$ cat src/pkg/psp_pkg.sv
package psp_pkg;
  // ------------------------------------------------------------
  // Clock and timing
  // ------------------------------------------------------------
  localparam int unsigned CLK_HZ = 200000000;
  localparam int unsigned RATE_COUNT = 6;
  localparam int unsigned RATE_BPS [RATE_COUNT] = '{4800, 9600, 19200, 38400, 57600, 115200};
  localparam int unsigned OVERSAMPLE = 16;
  localparam int unsigned TURN_WAIT_MS = 5;
  localparam int unsigned TURN_WAIT_CYC = (CLK_HZ / 1000) * TURN_WAIT_MS;
  localparam int unsigned MSG_MAX_BYTES = 1024;
  localparam int unsigned GAP_BITS = 3;
  localparam int unsigned DATA_W = 8;
  localparam int unsigned FIFO_DEPTH = 16;

  // ------------------------------------------------------------
  // Types
  // ------------------------------------------------------------
  typedef enum logic [1:0] {
    PSP_PAR_NONE = 2'b00,
    PSP_PAR_EVEN = 2'b01,
    PSP_PAR_ODD = 2'b10
  } psp_parity_t;

  typedef struct packed {
    logic [7:0] data;
    logic last;
  } psp_byte_t;

  typedef struct packed {
    logic parityErr;
    logic sumErr;
    logic overrunErr;
    logic framingErr;
    logic lengthErr;
  } psp_err_t;

  typedef enum logic [1:0] {
    PSP_TX_IDLE = 2'b00,
    PSP_TX_WAIT = 2'b01,
    PSP_TX_SHIFT = 2'b10
  } psp_txst_t;

  typedef enum logic [1:0] {
    PSP_RX_IDLE = 2'b00,
    PSP_RX_START = 2'b01,
    PSP_RX_DATA = 2'b10,
    PSP_RX_STOP = 2'b11
  } psp_rxst_t;
endpackage

$ cat src/rtl/psp_fifo.sv
`timescale 1ns/10ps
module psp_fifo #(
  parameter int WIDTH = 9,
  parameter int DEPTH = 16
) (
  // Clock and reset
  input wire logic mclk,
  input wire logic rstn,
  // Write side
  input wire logic inValid,
  output logic inReady,
  input wire logic [WIDTH-1:0] inData,
  // Read side
  output logic outValid,
  input wire logic outReady,
  output logic [WIDTH-1:0] outData
);
  localparam int AW = $clog2(DEPTH);
  logic [WIDTH-1:0] mem [DEPTH];
  logic [AW:0] wrPtr_q;
  logic [AW:0] rdPtr_q;
  logic [AW:0] fill;

  assign fill = wrPtr_q - rdPtr_q;
  assign inReady = (fill < (AW+1)'(DEPTH));
  assign outValid = (fill != '0);
  assign outData = mem[rdPtr_q[AW-1:0]];

  always_ff @(posedge mclk) begin
    if (inValid && inReady) begin
      mem[wrPtr_q[AW-1:0]] <= inData;
    end
  end

  always_ff @(posedge mclk or negedge rstn) begin
    if (!rstn) begin
      wrPtr_q <= '0;
      rdPtr_q <= '0;
    end else begin
      if (inValid && inReady) begin
        wrPtr_q <= wrPtr_q + 1'b1;
      end
      if (outValid && outReady) begin
        rdPtr_q <= rdPtr_q + 1'b1;
      end
    end
  end
endmodule

$ cat src/rtl/psp_uart.sv
`timescale 1ns/10ps
// Summary of operation
// RQ1 - Six line rates, 4800 to 115200 bps, select bit timing.
// RQ2 - Characters go out and come in bit-serially on a single line.
// RQ3 - Least significant bit first; receiver assembles in that order.
// RQ4 - Flag parity, sum, overrun and framing errors on receive.
// RQ5 - Messages of variable length; boundaries tracked both ways.
// RQ6 - Messages are at most 1024 bytes; longer received ones are flagged.
// RQ7 - Terminal-ready output high while the port can communicate.
// RQ8 - Peer is ready only while peer-ready input is high.
// RQ9 - Receive-ready high only while incoming data can be accepted.
// RQ10 - Wait a turnaround time after last receive before transmitting.
// RQ11 - Half duplex, each character framed by start and stop bits.
module psp_uart #(
  parameter int unsigned TURN_CYC = psp_pkg::TURN_WAIT_CYC,
  parameter int unsigned MAX_BYTES = psp_pkg::MSG_MAX_BYTES
) (
  // Clock and reset
  input wire logic mclk,
  input wire logic rstn,
  // Configuration
  input wire logic enable,
  input wire logic [2:0] rateSel,
  input wire psp_pkg::psp_parity_t paritySel,
  input wire logic sumEnable,
  // Transmit message stream
  input wire logic txValid,
  output logic txReady,
  input wire psp_pkg::psp_byte_t txByte,
  // Receive message stream
  output logic rxValid,
  input wire logic rxReady,
  output psp_pkg::psp_byte_t rxByte,
  // Error pulses
  output psp_pkg::psp_err_t rxErr,
  output logic rxMsgEnd,
  // Line pins
  output logic serial_transmit_line,
  input wire logic serial_receive_line,
  output logic terminal_ready_out,
  input wire logic peer_ready_in,
  output logic receive_ready_out
);
  // ------------------------------------------------------------
  // Pin synchronisers
  // ------------------------------------------------------------
  logic [1:0] rxdSync_q;
  logic [1:0] peerSync_q;
  logic rxd;
  logic peerOk;

  always_ff @(posedge mclk or negedge rstn) begin
    if (!rstn) begin
      rxdSync_q <= 2'b11;
      peerSync_q <= 2'b00;
    end else begin
      rxdSync_q <= {rxdSync_q[0], serial_receive_line};
      peerSync_q <= {peerSync_q[0], peer_ready_in};
    end
  end
  assign rxd = rxdSync_q[1];
  assign peerOk = peerSync_q[1]; // RQ8

  // ------------------------------------------------------------
  // Rate divider: one tick per sixteenth of a bit
  // ------------------------------------------------------------
  function automatic logic [15:0] tickDiv(input logic [2:0] sel);
    int unsigned idx;
    idx = (sel < 3'(psp_pkg::RATE_COUNT)) ? int'(sel) : 0;
    return 16'(psp_pkg::CLK_HZ / (psp_pkg::RATE_BPS[idx] * psp_pkg::OVERSAMPLE));
  endfunction

  logic [15:0] divCnt_q;
  logic tick;
  always_ff @(posedge mclk or negedge rstn) begin
    if (!rstn) begin
      divCnt_q <= '0;
    end else if (tick) begin
      divCnt_q <= '0;
    end else begin
      divCnt_q <= divCnt_q + 16'h0001;
    end
  end
  assign tick = (divCnt_q >= tickDiv(rateSel) - 16'h0001); // RQ1

  // ------------------------------------------------------------
  // Receive buffer
  // ------------------------------------------------------------
  logic fifoInValid;
  logic fifoInReady;
  psp_pkg::psp_byte_t fifoInData;
  psp_fifo #(
    .WIDTH(psp_pkg::DATA_W + 1),
    .DEPTH(psp_pkg::FIFO_DEPTH)
  ) uRxFifo (
    .mclk(mclk),
    .rstn(rstn),
    .inValid(fifoInValid),
    .inReady(fifoInReady),
    .inData(fifoInData),
    .outValid(rxValid),
    .outReady(rxReady),
    .outData(rxByte)
  );

  assign terminal_ready_out = enable; // RQ7
  assign receive_ready_out = enable && fifoInReady; // RQ9

  // ------------------------------------------------------------
  // Receiver
  // ------------------------------------------------------------
  psp_pkg::psp_rxst_t rxSt_q;
  logic [3:0] rxSub_q;
  logic [3:0] rxBit_q;
  logic [7:0] rxShift_q;
  logic [7:0] rxSum_q;
  logic [10:0] rxLen_q;
  logic [4:0] rxGap_q;
  logic rxPar_q;
  logic rxBusy;
  logic rxByteDone;
  logic txBusy;
  logic [3:0] rxDataBits;

  assign rxDataBits = (paritySel == psp_pkg::PSP_PAR_NONE) ? 4'h8 : 4'h9;
  assign rxBusy = (rxSt_q != psp_pkg::PSP_RX_IDLE);

  always_ff @(posedge mclk or negedge rstn) begin
    if (!rstn) begin
      rxSt_q <= psp_pkg::PSP_RX_IDLE;
      rxSub_q <= '0;
      rxBit_q <= '0;
      rxShift_q <= '0;
      rxPar_q <= 1'b0;
    end else if (!enable) begin
      rxSt_q <= psp_pkg::PSP_RX_IDLE;
    end else if (tick) begin
      rxSub_q <= rxSub_q + 4'h1;
      unique case (rxSt_q)
        psp_pkg::PSP_RX_IDLE: begin
          // Sub-bit count keeps running while idle so the message gap can be timed
          if (!rxd && !txBusy) begin // RQ11
            rxSub_q <= '0;
            rxSt_q <= psp_pkg::PSP_RX_START;
          end
        end
        psp_pkg::PSP_RX_START: begin
          if (rxSub_q == 4'h7) begin
            rxSub_q <= '0;
            rxBit_q <= '0;
            rxSt_q <= rxd ? psp_pkg::PSP_RX_IDLE : psp_pkg::PSP_RX_DATA;
          end
        end
        psp_pkg::PSP_RX_DATA: begin
          if (rxSub_q == 4'hf) begin
            if (rxBit_q < 4'h8) begin
              rxShift_q <= {rxd, rxShift_q[7:1]}; // RQ2 RQ3
            end else begin
              rxPar_q <= rxd;
            end
            rxBit_q <= rxBit_q + 4'h1;
            if (rxBit_q == rxDataBits - 4'h1) begin
              rxSt_q <= psp_pkg::PSP_RX_STOP;
            end
          end
        end
        psp_pkg::PSP_RX_STOP: begin
          if (rxSub_q == 4'hf) begin
            rxSt_q <= psp_pkg::PSP_RX_IDLE;
          end
        end
      endcase
    end
  end

  assign rxByteDone = tick && enable && (rxSt_q == psp_pkg::PSP_RX_STOP) && (rxSub_q == 4'hf);

  // Message end is a line gap of a few character times with no start bit
  logic gapEnd;
  assign gapEnd = tick && (rxGap_q == 5'h1) && !rxBusy;
  always_ff @(posedge mclk or negedge rstn) begin
    if (!rstn) begin
      rxGap_q <= '0;
      rxLen_q <= '0;
      rxSum_q <= '0;
    end else if (rxByteDone) begin
      rxGap_q <= 5'(psp_pkg::GAP_BITS * 10);
      rxSum_q <= rxSum_q + rxShift_q;
      if (rxLen_q <= 11'(MAX_BYTES)) begin
        rxLen_q <= rxLen_q + 11'h001;
      end
    end else if (gapEnd) begin // RQ5
      rxGap_q <= '0;
      rxLen_q <= '0;
      rxSum_q <= '0;
    end else if (tick && rxSub_q == 4'hf && rxGap_q != '0 && !rxBusy) begin
      rxGap_q <= rxGap_q - 5'h01;
    end
  end

  logic parExpect;
  assign parExpect = (^rxShift_q) ^ (paritySel == psp_pkg::PSP_PAR_ODD);
  // Sum rule: the last byte of a message is the 8-bit sum of the earlier ones
  assign fifoInData.data = rxShift_q;
  assign fifoInData.last = 1'b0;
  assign fifoInValid = rxByteDone && rxd && (rxLen_q < 11'(MAX_BYTES)); // RQ6

  always_ff @(posedge mclk or negedge rstn) begin
    if (!rstn) begin
      rxErr <= '0;
      rxMsgEnd <= 1'b0;
    end else begin
      rxErr <= '0;
      rxMsgEnd <= gapEnd;
      if (rxByteDone) begin
        rxErr.parityErr <= (paritySel != psp_pkg::PSP_PAR_NONE) && (rxPar_q != parExpect); // RQ4
        rxErr.framingErr <= !rxd; // RQ4 RQ11
        rxErr.overrunErr <= !fifoInReady; // RQ4
        rxErr.lengthErr <= (rxLen_q >= 11'(MAX_BYTES)); // RQ6
      end
      if (gapEnd && sumEnable) begin
        rxErr.sumErr <= (rxSum_q - rxShift_q) != rxShift_q; // RQ4
      end
    end
  end

  // ------------------------------------------------------------
  // Transmitter
  // ------------------------------------------------------------
  psp_pkg::psp_txst_t txSt_q;
  logic [10:0] txShift_q;
  logic [3:0] txBits_q;
  logic [3:0] txSub_q;
  logic [31:0] turnCnt_q;
  logic [10:0] txLen_q;
  logic txPar;

  assign txBusy = (txSt_q == psp_pkg::PSP_TX_SHIFT);
  assign txPar = (^txByte.data) ^ (paritySel == psp_pkg::PSP_PAR_ODD);
  // A byte is taken only once the turnaround has expired, so stalling is the back-pressure
  assign txReady = enable && peerOk && !rxBusy && (txSt_q == psp_pkg::PSP_TX_IDLE)
                   && (turnCnt_q == '0); // RQ8 RQ10 RQ11

  // Turnaround timer restarts on every received byte
  always_ff @(posedge mclk or negedge rstn) begin
    if (!rstn) begin
      turnCnt_q <= '0;
    end else if (rxByteDone) begin
      turnCnt_q <= TURN_CYC; // RQ10
    end else if (turnCnt_q != '0) begin
      turnCnt_q <= turnCnt_q - 32'h1;
    end
  end

  always_ff @(posedge mclk or negedge rstn) begin
    if (!rstn) begin
      txSt_q <= psp_pkg::PSP_TX_IDLE;
      txShift_q <= '1;
      txBits_q <= '0;
      txSub_q <= '0;
      txLen_q <= '0;
    end else begin
      unique case (txSt_q)
        psp_pkg::PSP_TX_IDLE: begin
          if (txValid && txReady) begin
            // Frame: start, data LSB first, optional parity, stop
            if (paritySel == psp_pkg::PSP_PAR_NONE) begin
              txShift_q <= {2'b11, txByte.data, 1'b0}; // RQ3 RQ11
              txBits_q <= 4'ha;
            end else begin
              txShift_q <= {1'b1, txPar, txByte.data, 1'b0};
              txBits_q <= 4'hb;
            end
            // Length beyond the limit still sends; the count saturates
            if (txByte.last) begin
              txLen_q <= 11'h000; // RQ5
            end else if (txLen_q != 11'(MAX_BYTES)) begin
              txLen_q <= txLen_q + 11'h001; // RQ6
            end
            txSub_q <= '0;
            txSt_q <= psp_pkg::PSP_TX_WAIT;
          end
        end
        psp_pkg::PSP_TX_WAIT: begin
          if (tick) begin
            txSt_q <= psp_pkg::PSP_TX_SHIFT;
          end
        end
        psp_pkg::PSP_TX_SHIFT: begin
          if (tick) begin
            txSub_q <= txSub_q + 4'h1;
            if (txSub_q == 4'hf) begin
              txShift_q <= {1'b1, txShift_q[10:1]}; // RQ2
              txBits_q <= txBits_q - 4'h1;
              if (txBits_q == 4'h1) begin
                txSt_q <= psp_pkg::PSP_TX_IDLE;
              end
            end
          end
        end
        default: txSt_q <= psp_pkg::PSP_TX_IDLE;
      endcase
    end
  end

  always_ff @(posedge mclk or negedge rstn) begin
    if (!rstn) begin
      serial_transmit_line <= 1'b1;
    end else begin
      serial_transmit_line <= txBusy ? txShift_q[0] : 1'b1;
    end
  end
endmodule

$ cat config.mk
export PLATFORM = sky130hd
export DESIGN_NAME = psp_uart
export DESIGN_NICKNAME = d
export VERILOG_FILES = /design/src/pkg/psp_pkg.sv /design/src/rtl/psp_fifo.sv /design/src/rtl/psp_uart.sv
export SDC_FILE = /design/constraint.sdc
export NUM_CORES = 1
export LEC_CHECK = 0
export ABC_CLOCK_PERIOD_IN_PS = 5950
export BUFFER_PORTS_ARGS = -buffer_cell sky130_fd_sc_hd__buf_4
export CAP_MARGIN = 20
export CORE_MARGIN = 5
export CORE_UTILIZATION = 40
export CTS_CLUSTER_DIAMETER = 40
export DETAILED_ROUTE_END_ITERATION = 10
export PLACE_DENSITY_LB_ADDON = 0.15
export SYNTH_ARGS = -nofsm -noshare
export SYNTH_HDL_FRONTEND = slang
export SYNTH_SLANG_ARGS = --single-unit
$ cat constraint.sdc
create_clock -name mclk -period 5.95 [get_ports mclk]
set_input_delay 0.8925 -clock mclk [delete_from_list [all_inputs] [get_ports mclk]]
set_output_delay 0.8925 -clock mclk [all_outputs]
set_load 0.01 [all_outputs]
==> results <==
- The run finished, with violations left.
- The final reports fail on setup timing.
- The die is 224 um tall.
- The pin count of the biggest net entering global routing is 84.
- The worst setup path is captured at a flop.
- In the layout the commonest cells are 589 x sky130_fd_sc_hd__buf_4, 153 x sky130_fd_sc_hd__nor2_1, 140 x sky130_fd_sc_hd__nand2_1.
- The power density relative to cell area is 492 nW/um2.
- The cell count after synthesis came out at between 1.5k and 2k.
- In this run the critical register-to-register path is launched from divCnt_q[0].
- Summed over all layers, the routed wires come to about 60000 um.
- The initial antenna violation count is 0.
- The number of buffers created by CTS is 30.
- The average detailed-routed wire length per instance is 19.3 um.
- The maximum operating frequency is roughly 39 MHz.
- In this run the most critical hold path is launched from rxdSync_q[0].
- In this run the clock root is driven by a sky130_fd_sc_hd__clkbuf_16.
- Once layout is done, the placed cells without fillers occupy 26500 um2.
- The class of the tightest hold or removal check is reg -> reg.
- The leakage power is about 11 nW.
- STA puts the critical path data arrival time at 26180 ps.
- The congestion estimate from routability-driven global placement came to 0.961.
- By instance count, the cell type seen most on the critical path is sky130_fd_sc_hd__a21oi_2.
- The clock net sink count is 260.
- For this run, the leading register cell type out of synthesis is sky130_fd_sc_hd__edfxtp_1.
- The post-layout total power is around 0.013 W.
- In this run the remaining antenna-violating nets after routing total 0.
- Counting I/O delays and the setup requirement, the final critical path takes between 20000 and 30000 ps.
- The buffer depth of the longest clock path is 3.
- The count of buffers inserted at the top-level ports is 39.
- The max-slew violation count was 0.
- The cell area after technology mapping is 18300 um2.
- Global routing used ~23% of the available tracks across all layers.
- The register area share after synthesis is 39.1%.
- After synthesis, the share of flip-flops with an asynchronous set or reset is between 50% and 60%.
- The number of global-route vias before repair is 17.0k.
- The synthesized area per cell is 9.71 um2.
- The measured slew at the worst slew-check pin is 984 ps.
- Of the available clock period, the critical path in the final layout requires 436%.
- Once the floorplan was initialized, standard cells occupied around two fifths of the core.
- The worst-case clock skew is 11.3 ps.
- The count of warnings emitted by yosys is 0.
- The number of synthesized flops with an enable pin is 128.
- The critical path's slowest cell is sky130_fd_sc_hd__or4_1.
- IR analysis of the VDD net gives a maximum drop of between 0.3 and 0.4 mV.
- The total global routing overflow is 0.
- The I/O pin total is between 40 and 50.
- The TritonCTS clock tree is built.
- The cell family with the largest share of critical-path delay is compound AO/OA/AOI/OAI gates.
- Across all layers, the routed design uses 17.1k vias.
- The later pin in the worst-skew pair is clocked with a latency of approximately 550 ps.
- The area added between synthesis and finish is 44.7%.
- The first global-routing pass estimated between 90000 and 100000 um of wire.
- The number of nets in the finished design is 2641.
- The tool flagged a number of max-cap violations equal to 0.
- The floorplan has 78 rows.
- The number of failing hold endpoints at the final stage came to 0.
- At the worst endpoint, the required time is a little over 6000 ps.
- The placed wire-length estimate after detailed placement is 40900 um.
- After detailed routing, the number of vias per cell comes to about 5.5.
- Clock-pin slew was measured on the worst setup and hold paths at 60 ps.
- For this run, the detailed router's first-pass iteration total came to 6.
- The count of unique library cells instantiated by Yosys is ~110.
- In the final layout, the share of cells above drive strength 1 is roughly two fifths.
- The leading cell type in the layout, fill and taps excluded is sky130_fd_sc_hd__buf_4.
- The critical path start-end classification is in -> reg.
- The number of setup violations in the final report is between 200 and 250.
- Hold timing on the final database bottoms out at a slack of ~360 ps.
- For this run, the slowest stage of the critical path takes between 400 and 500 ps.
- CTS built an H-tree with a depth of 1.
- Setup repair after global routing could not meet its margin everywhere.
- The antenna diode instance count is 0.
- The DRC violation count after routing is 0.
- Synthesis inferred 260 register bits.
- The x dimension of the die is between 200 and 250 um.
- Headroom to the max-slew limit came out at between 30 and 40%.
- The post-layout worst setup margin is -19960 ps.
- The first-iteration detailed-routing DRC count is between 1k and 1.5k.
- The critical path launch point type is a primary input.
- In this run the worst path has a maximum fanout of 6.
- Together, buffers and inverters on the worst path number 12.
- The total area inside the core boundary comes to between 40000 and 50000 um2.
- After detailed placement, the total cell area comes to 22900 um2.
- The launching instance or port of the critical path is rateSel[1].
- The floorplan step defined a die boundary enclosing 50200 um2.
==> layout make-up <==
cell class | count | area [um2]
clock buffer | 33 | 803
tap | 600 | 751
clock inverter | 23 | 260
multi-input combinational | 1473 | 11900
inverter | 74 | 290
timing repair buffer | 646 | 5310
fill | 3787 | 18900
sequential | 260 | 7160
==> logic make-up after synthesis <==
group / Yosys count / share of synthesized area [%]
DFF: 260 / 39.1
AOI/OAI and AO/OA: 447 / 16.5
buffers and inverters: 159 / 3.59
adders and majority gates: 134 / 9.27
xor gates and xnor gates: 148 / 7.12
muxes: 74 / 6.94
other: 2 / 0.0410
and+or+nand+nor: 663 / 17.5
==> sequential cells by signal (all words and copies together) (netlist names) <==
name / cells
txShift_q: 10
rxSub_q: 4
rxSt_q: 2
txBits_q: 4
rxPar_q: 1
rxLen_q: 11
rxShift_q: 8
rxGap_q: 5
txSub_q: 4
turnCnt_q: 32
peerSync_q: 2
rxMsgEnd: 1
divCnt_q: 16
uRxFifo.wrPtr_q: 5
txSt_q: 2
uRxFifo.mem: 128
serial_transmit_line: 1
rxdSync_q: 2
uRxFifo.rdPtr_q: 5
rxBit_q: 4
rxSum_q: 8
rxErr: 5
==> cell usage after synthesis, drive strengths merged, types with 40 or more instances <==
cell | n | area share, %
ha | 131 | 8.9
nand2 | 161 | 3.3
nand3 | 66 | 1.8
nor2 | 210 | 4.4
dfrtp | 119 | 16
edfxtp | 128 | 21
mux4 | 40 | 4.9
clkbuf | 56 | 1.1
a21oi | 114 | 3.1
xor2 | 55 | 2.6
nor3 | 55 | 1.6
xnor2 | 93 | 4.5
inv | 72 | 1.5
o21ai | 128 | 3.6
==> repair_timing <==
item,CTS,global route
pin swaps,126,123
setup endpoints to repair,247,247
setup buffers,137,43
gates cloned,2,3
gates resized for setup,135,142
hold buffers,0,0
==> final timing paths <==
path / cells past startpoint / slack (ps) / end
setup / recovery: 155 / -19960 / uRxFifo.mem[1][3]
hold / removal: 0 / 360 / rxdSync_q[1]
setup reg to reg: 27 / 2000 / rxPar_q
hold reg to reg: 0 / 360 / rxdSync_q[1]
max in group asynchronous: 2 / 4420 / rxLen_q[6]
min in group asynchronous: 1 / 410 / txSub_q[0]
==> power breakdown <==
group,switching [W],internal [W]
sequential,0.000148,0.00196
clock,0.000768,0.00116
combinational,0.00419,0.00482
==> per-stage QoR <==
| stage | TNS (ps) | setup WS, ps | instances | util [%] |
|---|---|---|---|---|
| 2_1_floorplan | -5101640 | -21070 | 1892 | - |
| 3_3_place_gp | -4938410 | -20340 | 2872 | 50.5 |
| 3_5_place_dp | -5107760 | -21040 | 2872 | 50.5 |
| 4_1_cts | -4717040 | -19380 | 3065 | 56.5 |
| 5_1_grt | -5188850 | -21340 | 3109 | 58.4 |
| 6_report | -4850080 | -19960 | 3109 | 58.4 |
==> metal layers <==
metal / vias to the layer above / track usage (%) / wire length, um
met3: 153 / 3.07 / 3540
li1: 8133 / - / -
met1: 8269 / 32.6 / 26800
met5: - / 0 / 0
met2: 560 / 37.0 / 27800
met4: 0 / 6.76 / 2000
Power figures use the tool's default switching activity.
